--- src/core/posdec_params.svh ---
// Constant values shared by the positioning frame ends
`ifndef POSDEC_PARAMS_SVH
`define POSDEC_PARAMS_SVH

// Frame content
`define POS_CMD_CODE        7'h0B
`define APP_CMD_BYTE        8'h80
`define DUAL_FRAME_ID       6'h3C
`define GP4_ID_TOP          2'h2
`define QUAD_ID_TOP         2'h3
`define FULL_POS_W          16
`define COMPACT_POS_W       11
`define LEN_TWO             4'h2
`define LEN_FOUR            4'h4
`define LEN_EIGHT           4'h8

// Controller register offsets
`define REG_CTRL_OFS        12'h000
`define REG_PID_OFS         12'h004
`define REG_DATA_HI_OFS     12'h008
`define REG_DATA_LO_OFS     12'h00C
`define REG_STATUS_OFS      12'h010

// Controller register fields
`define CTRL_START_BIT      0
`define CTRL_LEN_LSB        8
`define STATUS_BUSY_BIT     0
`define STATUS_DONE_BIT     1
`define DONE_CLEAR_BIT      1

// Reset values
`define PID_RESET           6'h00
`define LEN_RESET           4'h2

`endif

--- src/core/posdec_pkg.sv ---
// Types shared by the positioning frame ends
package posdec_pkg;

  typedef enum logic [1:0] {
    M_IDLE = 2'b01,
    M_SEND = 2'b10
  } master_state_type;

  typedef struct packed {
    logic [15:0] target;
    logic        target_valid;
    logic [1:0]  motor_index;
    logic        compact;
    logic        parity_error;
    logic        discarded;
  } decoder_state_type;

  typedef struct packed {
    master_state_type state;
    logic [5:0]       pid;
    logic [3:0]       len;
    logic [63:0]      data;
    logic             done;
    logic [31:0]      prdata;
  } master_regs_type;

endpackage : posdec_pkg

--- src/core/frame_link_if.sv ---
// Frame level link between the bus master and the positioning decoder
`timescale 1ns/1ns
interface frame_link_if;
  logic        valid;
  logic        ready;
  logic [7:0]  pid;
  logic [3:0]  len;
  logic [63:0] data;

  modport slave_end (
    input  valid,
    input  pid,
    input  len,
    input  data,
    output ready
  );

  modport master_end (
    output valid,
    output pid,
    output len,
    output data,
    input  ready
  );
endinterface : frame_link_if

--- src/core/position_frame_decoder.sv ---
// Device end: decodes absolute positioning frames into target updates
//
// Implementation choices: the APB register port and the address map.
`timescale 1ns/1ns
`include "posdec_params.svh"
module position_frame_decoder (
  // Clock, reset, enable
  input  wire logic        CLK_SYS_I,
  input  wire logic        NRST_I,
  input  wire logic        CE_I,
  // Frame link
  frame_link_if.slave_end  FRAME,
  // Node identity and identifier allocation
  input  wire logic [6:0]  NODE_ADDRESS_I,
  input  wire logic [3:0]  STORED_NODE_ADDRESS_I,
  input  wire logic [5:0]  DIRECT_ID_I,
  input  wire logic [5:0]  GP4_ID_I,
  input  wire logic [5:0]  COMPACT2_ID_I,
  input  wire logic [5:0]  COMPACT4_ID_I,
  input  wire logic [5:0]  COMPACT8_ID_I,
  // Priority logic
  input  wire logic        POSITIONING_BLOCKED_I,
  // Target update to the position controller
  output logic      [15:0] TARGET_O,
  output logic             TARGET_VALID_O,
  output logic      [1:0]  MOTOR_INDEX_O,
  output logic             COMPACT_O,
  output logic             PARITY_ERROR_O,
  output logic             DISCARDED_O
);

  posdec_pkg::decoder_state_type state_reg;
  posdec_pkg::decoder_state_type state_next;

  // Frame bytes and identifier checks
  logic [7:0]  byte_at [0:7];
  logic [5:0]  id;
  logic        take;
  logic        parity_low;
  logic        parity_high;
  logic        parity_ok;
  // Match result of the current frame
  logic        hit;
  logic [15:0] hit_target;
  logic [1:0]  hit_index;
  logic        hit_compact;
  // Compact frame group walk
  logic [2:0]  groups;
  logic        compact_frame;
  logic [7:0]  grp_hi;

  // Byte lanes of the frame, byte one first
  genvar gi;
  generate
    for (gi = 0; gi < 8; gi++) begin : g_bytes
      // Byte 1 of the frame sits in the top lane
      assign byte_at[gi] = FRAME.data[63 - 8 * gi -: 8];
    end
  endgenerate

  ////////////////////////////////////////////////////////////////////////////
  always_comb begin
    // Identifier without its two parity bits
    id = FRAME.pid[5:0];
    take = FRAME.valid & CE_I;
    // Parity bits recomputed here rather than trusted from the link
    parity_low = id[0] ^ id[1] ^ id[2] ^ id[4];
    parity_high = ~(id[1] ^ id[3] ^ id[4] ^ id[5]);
    parity_ok = (FRAME.pid[6] == parity_low) && (FRAME.pid[7] == parity_high);

    // Defaults keep the match clear for frames that miss
    hit = 1'b0;
    hit_target = 16'h0000;
    hit_index = 2'h0;
    hit_compact = 1'b0;
    groups = 3'h0;
    compact_frame = 1'b0;
    grp_hi = 8'h00;

    if (id == `DUAL_FRAME_ID) begin
      // Dual-motor frame on the fixed identifier
      if (FRAME.len == `LEN_EIGHT && byte_at[0] == `APP_CMD_BYTE &&
          byte_at[1] == {1'b1, `POS_CMD_CODE} && byte_at[2][7] &&
          byte_at[5][7]) begin
        // First address has priority over the second
        if (byte_at[2][6:0] == NODE_ADDRESS_I) begin
          hit = 1'b1;
          hit_target = {byte_at[3], byte_at[4]};
          hit_index = 2'h0;
        end else if (byte_at[5][6:0] == NODE_ADDRESS_I) begin
          hit = 1'b1;
          hit_target = {byte_at[6], byte_at[7]};
          hit_index = 2'h1;
        end
      end
    end else if (id == DIRECT_ID_I && !id[5]) begin
      // Identifier is this node's own, so no address field exists
      if (FRAME.len == `LEN_TWO) begin
        hit = 1'b1;
        hit_target = {byte_at[0], byte_at[1]};
      end
    end else if (id == GP4_ID_I && id[5:4] == `GP4_ID_TOP) begin
      // Broadcast flag low means every node takes it
      if (FRAME.len == `LEN_FOUR && byte_at[0] == {1'b1, `POS_CMD_CODE}) begin
        if (!byte_at[1][7] || byte_at[1][6:0] == NODE_ADDRESS_I) begin
          hit = 1'b1;
          hit_target = {byte_at[2], byte_at[3]};
        end
      end
    end else if (id == COMPACT2_ID_I && !id[5] && FRAME.len == `LEN_TWO) begin
      // Single compact group, broadcast allowed
      groups = 3'h1;
      compact_frame = 1'b1;
    end else if (id == COMPACT4_ID_I && id[5:4] == `GP4_ID_TOP &&
                 FRAME.len == `LEN_FOUR) begin
      // Two groups, each with its own address
      groups = 3'h2;
      compact_frame = 1'b1;
    end else if (id == COMPACT8_ID_I && id[5:4] == `QUAD_ID_TOP &&
                 FRAME.len == `LEN_EIGHT) begin
      // Four groups on eight bytes
      groups = 3'h4;
      compact_frame = 1'b1;
    end

    // Walk the groups from last to first
    if (compact_frame) begin
      // Lowest matching group wins if the master repeats an address
      for (int k = 3; k >= 0; k--) begin
        grp_hi = byte_at[2 * k];
        // Groups past the frame length are skipped
        if (3'(k) < groups) begin
          if ((groups == 3'h1 && !grp_hi[4]) ||
              (grp_hi[4] && grp_hi[3:0] == STORED_NODE_ADDRESS_I)) begin
            hit = 1'b1;
            // Half steps scaled onto the full range keep the sign
            hit_target = {grp_hi[7:5], byte_at[2 * k + 1],
                          {(`FULL_POS_W - `COMPACT_POS_W){1'b0}}};
            hit_index = 2'(k);
            hit_compact = 1'b1;
          end
        end
      end
    end

    // Parity first, then priority, then the update itself
    state_next = state_reg;
    state_next.target_valid = 1'b0;
    state_next.parity_error = 1'b0;
    state_next.discarded = 1'b0;
    // Nothing but the pulses changes unless a frame is taken
    if (take) begin
      // A bad identifier never reaches the priority check
      if (!parity_ok) begin
        state_next.parity_error = 1'b1;
      end else if (hit && POSITIONING_BLOCKED_I) begin
        state_next.discarded = 1'b1;
      end else if (hit) begin
        state_next.target = hit_target;
        state_next.target_valid = 1'b1;
        state_next.motor_index = hit_index;
        state_next.compact = hit_compact;
      end
      // Frames for other nodes fall through with the target held
    end
  end

  // All state frozen while the clock enable is low
  always_ff @(posedge CLK_SYS_I or negedge NRST_I) begin
    if (!NRST_I) begin
      state_reg <= '0;
    end else if (CE_I) begin
      state_reg <= state_next;
    end
  end

  ////////////////////////////////////////////////////////////////////////////
  // The link is accepted whenever the clock runs, so no frame waits
  // Pulses last one cycle; the target holds until the next update
  assign FRAME.ready    = CE_I;
  assign TARGET_O       = state_reg.target;
  assign TARGET_VALID_O = state_reg.target_valid;
  assign MOTOR_INDEX_O  = state_reg.motor_index;
  assign COMPACT_O      = state_reg.compact;
  assign PARITY_ERROR_O = state_reg.parity_error;
  assign DISCARDED_O    = state_reg.discarded;

endmodule : position_frame_decoder

--- src/flat_wrapper.sv ---
// flat-port wrapper written by rule: the top's interface ports become plain ports
module position_frame_decoder_flat 
  (CLK_SYS_I, NRST_I, CE_I, NODE_ADDRESS_I, STORED_NODE_ADDRESS_I, DIRECT_ID_I, GP4_ID_I, COMPACT2_ID_I, COMPACT4_ID_I, COMPACT8_ID_I, POSITIONING_BLOCKED_I, TARGET_O, TARGET_VALID_O, MOTOR_INDEX_O, COMPACT_O, PARITY_ERROR_O, DISCARDED_O, FRAME_valid, FRAME_pid, FRAME_len, FRAME_data, FRAME_ready);
  frame_link_if FRAME_i ();
  input  wire logic CLK_SYS_I;
  input  wire logic NRST_I;
  input  wire logic CE_I;
  input  wire logic [6:0] NODE_ADDRESS_I;
  input  wire logic [3:0] STORED_NODE_ADDRESS_I;
  input  wire logic [5:0] DIRECT_ID_I;
  input  wire logic [5:0] GP4_ID_I;
  input  wire logic [5:0] COMPACT2_ID_I;
  input  wire logic [5:0] COMPACT4_ID_I;
  input  wire logic [5:0] COMPACT8_ID_I;
  input  wire logic POSITIONING_BLOCKED_I;
  output logic      [15:0] TARGET_O;
  output logic TARGET_VALID_O;
  output logic      [1:0] MOTOR_INDEX_O;
  output logic COMPACT_O;
  output logic PARITY_ERROR_O;
  output logic DISCARDED_O;
  input wire logic [$bits(FRAME_i.valid)-1:0] FRAME_valid;
  input wire logic [$bits(FRAME_i.pid)-1:0] FRAME_pid;
  input wire logic [$bits(FRAME_i.len)-1:0] FRAME_len;
  input wire logic [$bits(FRAME_i.data)-1:0] FRAME_data;
  output wire logic [$bits(FRAME_i.ready)-1:0] FRAME_ready;
  assign FRAME_i.valid = FRAME_valid;
  assign FRAME_i.pid = FRAME_pid;
  assign FRAME_i.len = FRAME_len;
  assign FRAME_i.data = FRAME_data;
  assign FRAME_ready = FRAME_i.ready;
  position_frame_decoder u_core (.CLK_SYS_I(CLK_SYS_I), .NRST_I(NRST_I), .CE_I(CE_I), .FRAME(FRAME_i), .NODE_ADDRESS_I(NODE_ADDRESS_I), .STORED_NODE_ADDRESS_I(STORED_NODE_ADDRESS_I), .DIRECT_ID_I(DIRECT_ID_I), .GP4_ID_I(GP4_ID_I), .COMPACT2_ID_I(COMPACT2_ID_I), .COMPACT4_ID_I(COMPACT4_ID_I), .COMPACT8_ID_I(COMPACT8_ID_I), .POSITIONING_BLOCKED_I(POSITIONING_BLOCKED_I), .TARGET_O(TARGET_O), .TARGET_VALID_O(TARGET_VALID_O), .MOTOR_INDEX_O(MOTOR_INDEX_O), .COMPACT_O(COMPACT_O), .PARITY_ERROR_O(PARITY_ERROR_O), .DISCARDED_O(DISCARDED_O));
endmodule
--- config.mk ---
export PLATFORM = sky130hd
export DESIGN_NAME = position_frame_decoder_flat
export DESIGN_NICKNAME = d
export VERILOG_FILES = /design/src/core/posdec_pkg.sv /design/src/core/frame_link_if.sv /design/src/core/position_frame_decoder.sv /design/src/flat_wrapper.sv
export VERILOG_INCLUDE_DIRS = /design/src /design/src/core
export SDC_FILE = /design/constraint.sdc
export NUM_CORES = 1
export LEC_CHECK = 0
export BUFFER_PORTS_ARGS = -buffer_cell sky130_fd_sc_hd__buf_2
export CAP_MARGIN = 0
export CORE_MARGIN = 2
export CORE_UTILIZATION = 45
export DETAILED_ROUTE_END_ITERATION = 8
export PLACE_DENSITY = 0.81
export SLEW_MARGIN = 0
export SYNTH_ARGS = -nofsm -noshare
export SYNTH_HDL_FRONTEND = slang
export SYNTH_SLANG_ARGS = --single-unit
--- constraint.sdc ---
create_clock -name CLK_SYS_I -period 1.2 [get_ports CLK_SYS_I]
set_clock_uncertainty 0.15 [all_clocks]
set_input_delay 0.12 -clock CLK_SYS_I [delete_from_list [all_inputs] [get_ports CLK_SYS_I]]
set_output_delay 0.12 -clock CLK_SYS_I [all_outputs]
set_load 0.01 [all_outputs]
==> PnR_summary.wiki <==
{| class="wikitable"
! Metric !! Value
|-
| Post-DP HPWL || 10100 um
|-
| Number of warnings issued by yosys || 0
|-
| Detailed Routing Iterations Pass 1 || 6
|-
| Maximum number of pins on one net before global-route repair || 23
|-
| Critical path type || in -> reg
|-
| Sinks on the clock net || 22
|-
| Post-placement cell count || 638
|-
| Number of global-route vias before repair || 3884
|-
| Worst-Skew Late Latency || 260 ps
|-
| Worst Max-Slew Pin Slew || 536 ps
|-
| Post-DR vias/cell || 6.08
|-
| Distinct cell type count after synthesis || 65
|-
| Final setup slack of the worst path || -1110 ps
|-
| First-pass GRT wire length || 19700 um
|-
| CTS tree || yes
|-
| Clock-pin transition on the worst setup and hold timing paths || 80 ps
|-
| Core Rows || 29
|-
| Worst-case setup slack after placement || -1460 ps
|-
| Violated checks || setup timing
|-
| Critical Path Start Type || input port
|-
| Floorplan die width || 84.5 um
|-
| CTS H-tree lvls || 1
|-
| Clock root buffer || clkbuf_8
|-
| Number of violations of the max-capacitance limit || 0
|-
| Filler cells || 409
|-
| Arr. time, crit path || 2370 ps
|-
| Global placement routability congestion || 0.957
|-
| Number of setup violations in the final report || 21
|-
| Worst vdd ir || 0.000593 V
|-
| Proportion of synthesized flip-flops having asynchronous set or reset || 100%
|-
| Power density over cell area || 457 nW/um^2
|-
| Number of diodes || 0
|-
| Combined global-route utilization of all metal layers || 34.7%
|-
| Cell Count, Final, Fillers Out || 663
|-
| Outcome || complete, but fails checks
|-
| Y dimension of the die || 84.5 um
|-
| Worst slew margin relative to its limit || 64.2%
|-
| Utilization of the core after routing || 81.0%
|-
| Number of ports placed on the die boundary || 145
|-
| Data required time of the critical path || 1250 ps
|-
| Count of routing violations after the opening detailed-route iteration || 444
|-
| Layout cell share with drive strength beyond 1 || 59.0%
|-
| Area of the mapped netlist || 2910 sq um
|-
| Final layout net count || 710
|-
| Average instance area after synthesis || 8.54 sq um
|-
| Syn_nets || 464
|-
| Most used DFF post-synth || dfrtp_1
|-
| Initial antenna violation count || 0
|-
| Number of buffers added on ports || 144
|-
| Gate Count Post-Synth || 341
|-
| Unrepaired setup endpoints after global routing || yes
|-
| Critical Path Fanout Max || 6
|-
| Synthesized flop and latch total || 22
|-
| Growth of design area from synthesis to finish || 75.5%
|-
| Total DRC errors in the routed layout || 0
|-
| Most frequent standard cell in the layout excluding fill and tap cells || buf_2
|-
| Initial core utilization || 46.1%
|-
| Vias after detailed routing || 4029
|-
| Hold violation count in the final report || 0
|-
| Routed wirelength normalized by instance count || 20.3 um
|-
| Endpoint type of the worst setup path || flip-flop
|-
| Deepest clock path buffer count || 2
|-
| Combined area of the multi-input logic cells || 2560 sq um
|-
| Sum of overflow across all layers after global routing || 0
|-
| Fmax || 0.432 GHz
|-
| Flip-flop and latch area || 551 sq um
|-
| Class of the worst hold path || in -> reg
|-
| Antenna-violating nets left || 0
|-
| Top library cells by usage in the layout, fill and taps aside || buf_2, buf_4, a22oi_1
|-
| Post-layout min period || 2310 ps
|-
| Inserted Clock Buffers || 3
|-
| Total leakage power || 2.41 nW
|-
| Sequential cell area fraction in the yosys report || 18.9%
|-
| Post-route fraction of the period consumed by the critical path || 193%
|-
| Placeable core region || 6310 sq um
|-
| Area of the die || 7130 sq um
|-
| Number of enable-type register cells in the synthesized netlist || 0
|-
| Final count of pins violating max slew || 0
|-
| Total wire length after detailed routing || 13500 um
|}
## where the power goes
| group | switching, W | total, W | internal, W |
|---|---|---|---|
| sequential | 0.00000295 | 0.000749 | 0.000746 |
| clock | 0.000243 | 0.000535 | 0.000292 |
| combinational | 0.000507 | 0.00105 | 0.000544 |
| total | 0.000752 | 0.00233 | 0.00158 |
## path summary, 6_finish.rpt
| check | start | endpoint | slack, ps | cells past startpoint |
|---|---|---|---|---|
| hold / removal | CE_I | u_core.TARGET_VALID_O$_DFFE_PN0P_ | 1 | 3 |
| hold reg to reg | u_core.TARGET_O[6]$_DFFE_PN0P_ | u_core.TARGET_O[6]$_DFFE_PN0P_ | 330 | 1 |
| setup / recovery | FRAME_len[2] | u_core.TARGET_O[12]$_DFFE_PN0P_ | -1110 | 10 |
| min in group asynchronous | NRST_I | u_core.TARGET_O[1]$_DFFE_PN0P_ | 220 | 2 |
| setup reg to reg | u_core.DISCARDED_O$_DFFE_PN0P_ | u_core.DISCARDED_O$_DFFE_PN0P_ | 230 | 2 |
| max in group asynchronous | NRST_I | u_core.COMPACT_O$_DFFE_PN0P_ | 310 | 2 |
## synthesized netlist by cell type (all sizes together) (2+ instances only)
cell    count  area, sq um
a22oi      37          293
xnor2      32          280
xor2       29          254
nand2      28          105
dfrtp      22          551
inv        16         60.1
buf        15          104
a21o       14          105
nand4      11         68.8
nor2       11         48.8
o21ai      10         50.1
o22ai      10         62.6
nor3        9         50.1
a21oi       8         40.0
a311oi      7          105
nand3       7         35.0
nor4        7         43.8
clkbuf      6         22.5
mux2        6         90.1
nor2b       6         37.5
nor4b       5         71.3
a221oi      3         26.3
and3        3         23.8
nor4bb      3         30.0
a31o        2         17.5
nor3b       2         31.3
o2111a      2         22.5
o211ai      2         15.0
o21a        2         22.5
o311ai      2         17.5
or2         2         12.5
or3         2         12.5
## registers in the layout, indices dropped and copies added, names as in the netlist
name,cells
u_core.DISCARDED_O,1
u_core.TARGET_O,16
u_core.COMPACT_O,1
u_core.TARGET_VALID_O,1
u_core.MOTOR_INDEX_O,2
u_core.PARITY_ERROR_O,1
## per-stage QoR
step	cell area [sq um]	total power (W)	TNS, ps	hold slack, ps
detailed placement	4420	0.00167	-29040	-29.0
CTS	4770	0.00224	-20090	1.82
global route	5110	0.00243	-22210	13.9
global placement	4420	0.00165	-27130	-37.5
finish	5110	0.00233	-20970	1.43
floorplan	3000	0.00112	-21430	-326
## metal layers
metal | part of all wire [%] | global-route usage [%] | up-vias
met5 | 0 | 0 | -
met4 | 4.0 | 11.7 | 0
met3 | 8.8 | 3.93 | 65
met2 | 48 | 58.9 | 271
met1 | 39 | 45.8 | 1897
li1 | - | - | 1796
## layout make-up
type | instances | area share (%)
Timing Repair Buffer | 260 | 35.0
Sequential cell | 22 | 10.8
Inverter | 16 | 1.22
Clock buffer | 4 | 1.08
Multi-Input combinational cell | 284 | 50.1
Tap cell | 77 | 1.88
## logic make-up after synthesis
logic type                 share of synthesized area (%)
muxes                                               3.44
buffers and inverters                               6.40
and+or+nand+nor                                     21.4
AOI/OAI and AO/OA                                   31.1
DFF                                                 18.9
xor gates and xnor gates                            18.3
adders and majority gates                          0.429
## critical path: stages
cell and delay (ps):
buf_8 100, nor4b_4 270, buf_4 170, nand4_1 90
or4_4 540, nor3b_4 340, buf_12 170, a22oi_2 60
a311oi_2 360, a21o_1 130
## repair_timing
item                                    CTS  global route
endpoints found under the hold margin    23             0
setup buffers                             6            11
gates cloned                              3             0
hold buffers                              2             0
gates resized for setup                  44            59
pin swaps                                25            33
endpoints found under the setup margin   22            22
Note: power is estimated with default switching activity, not from simulation.
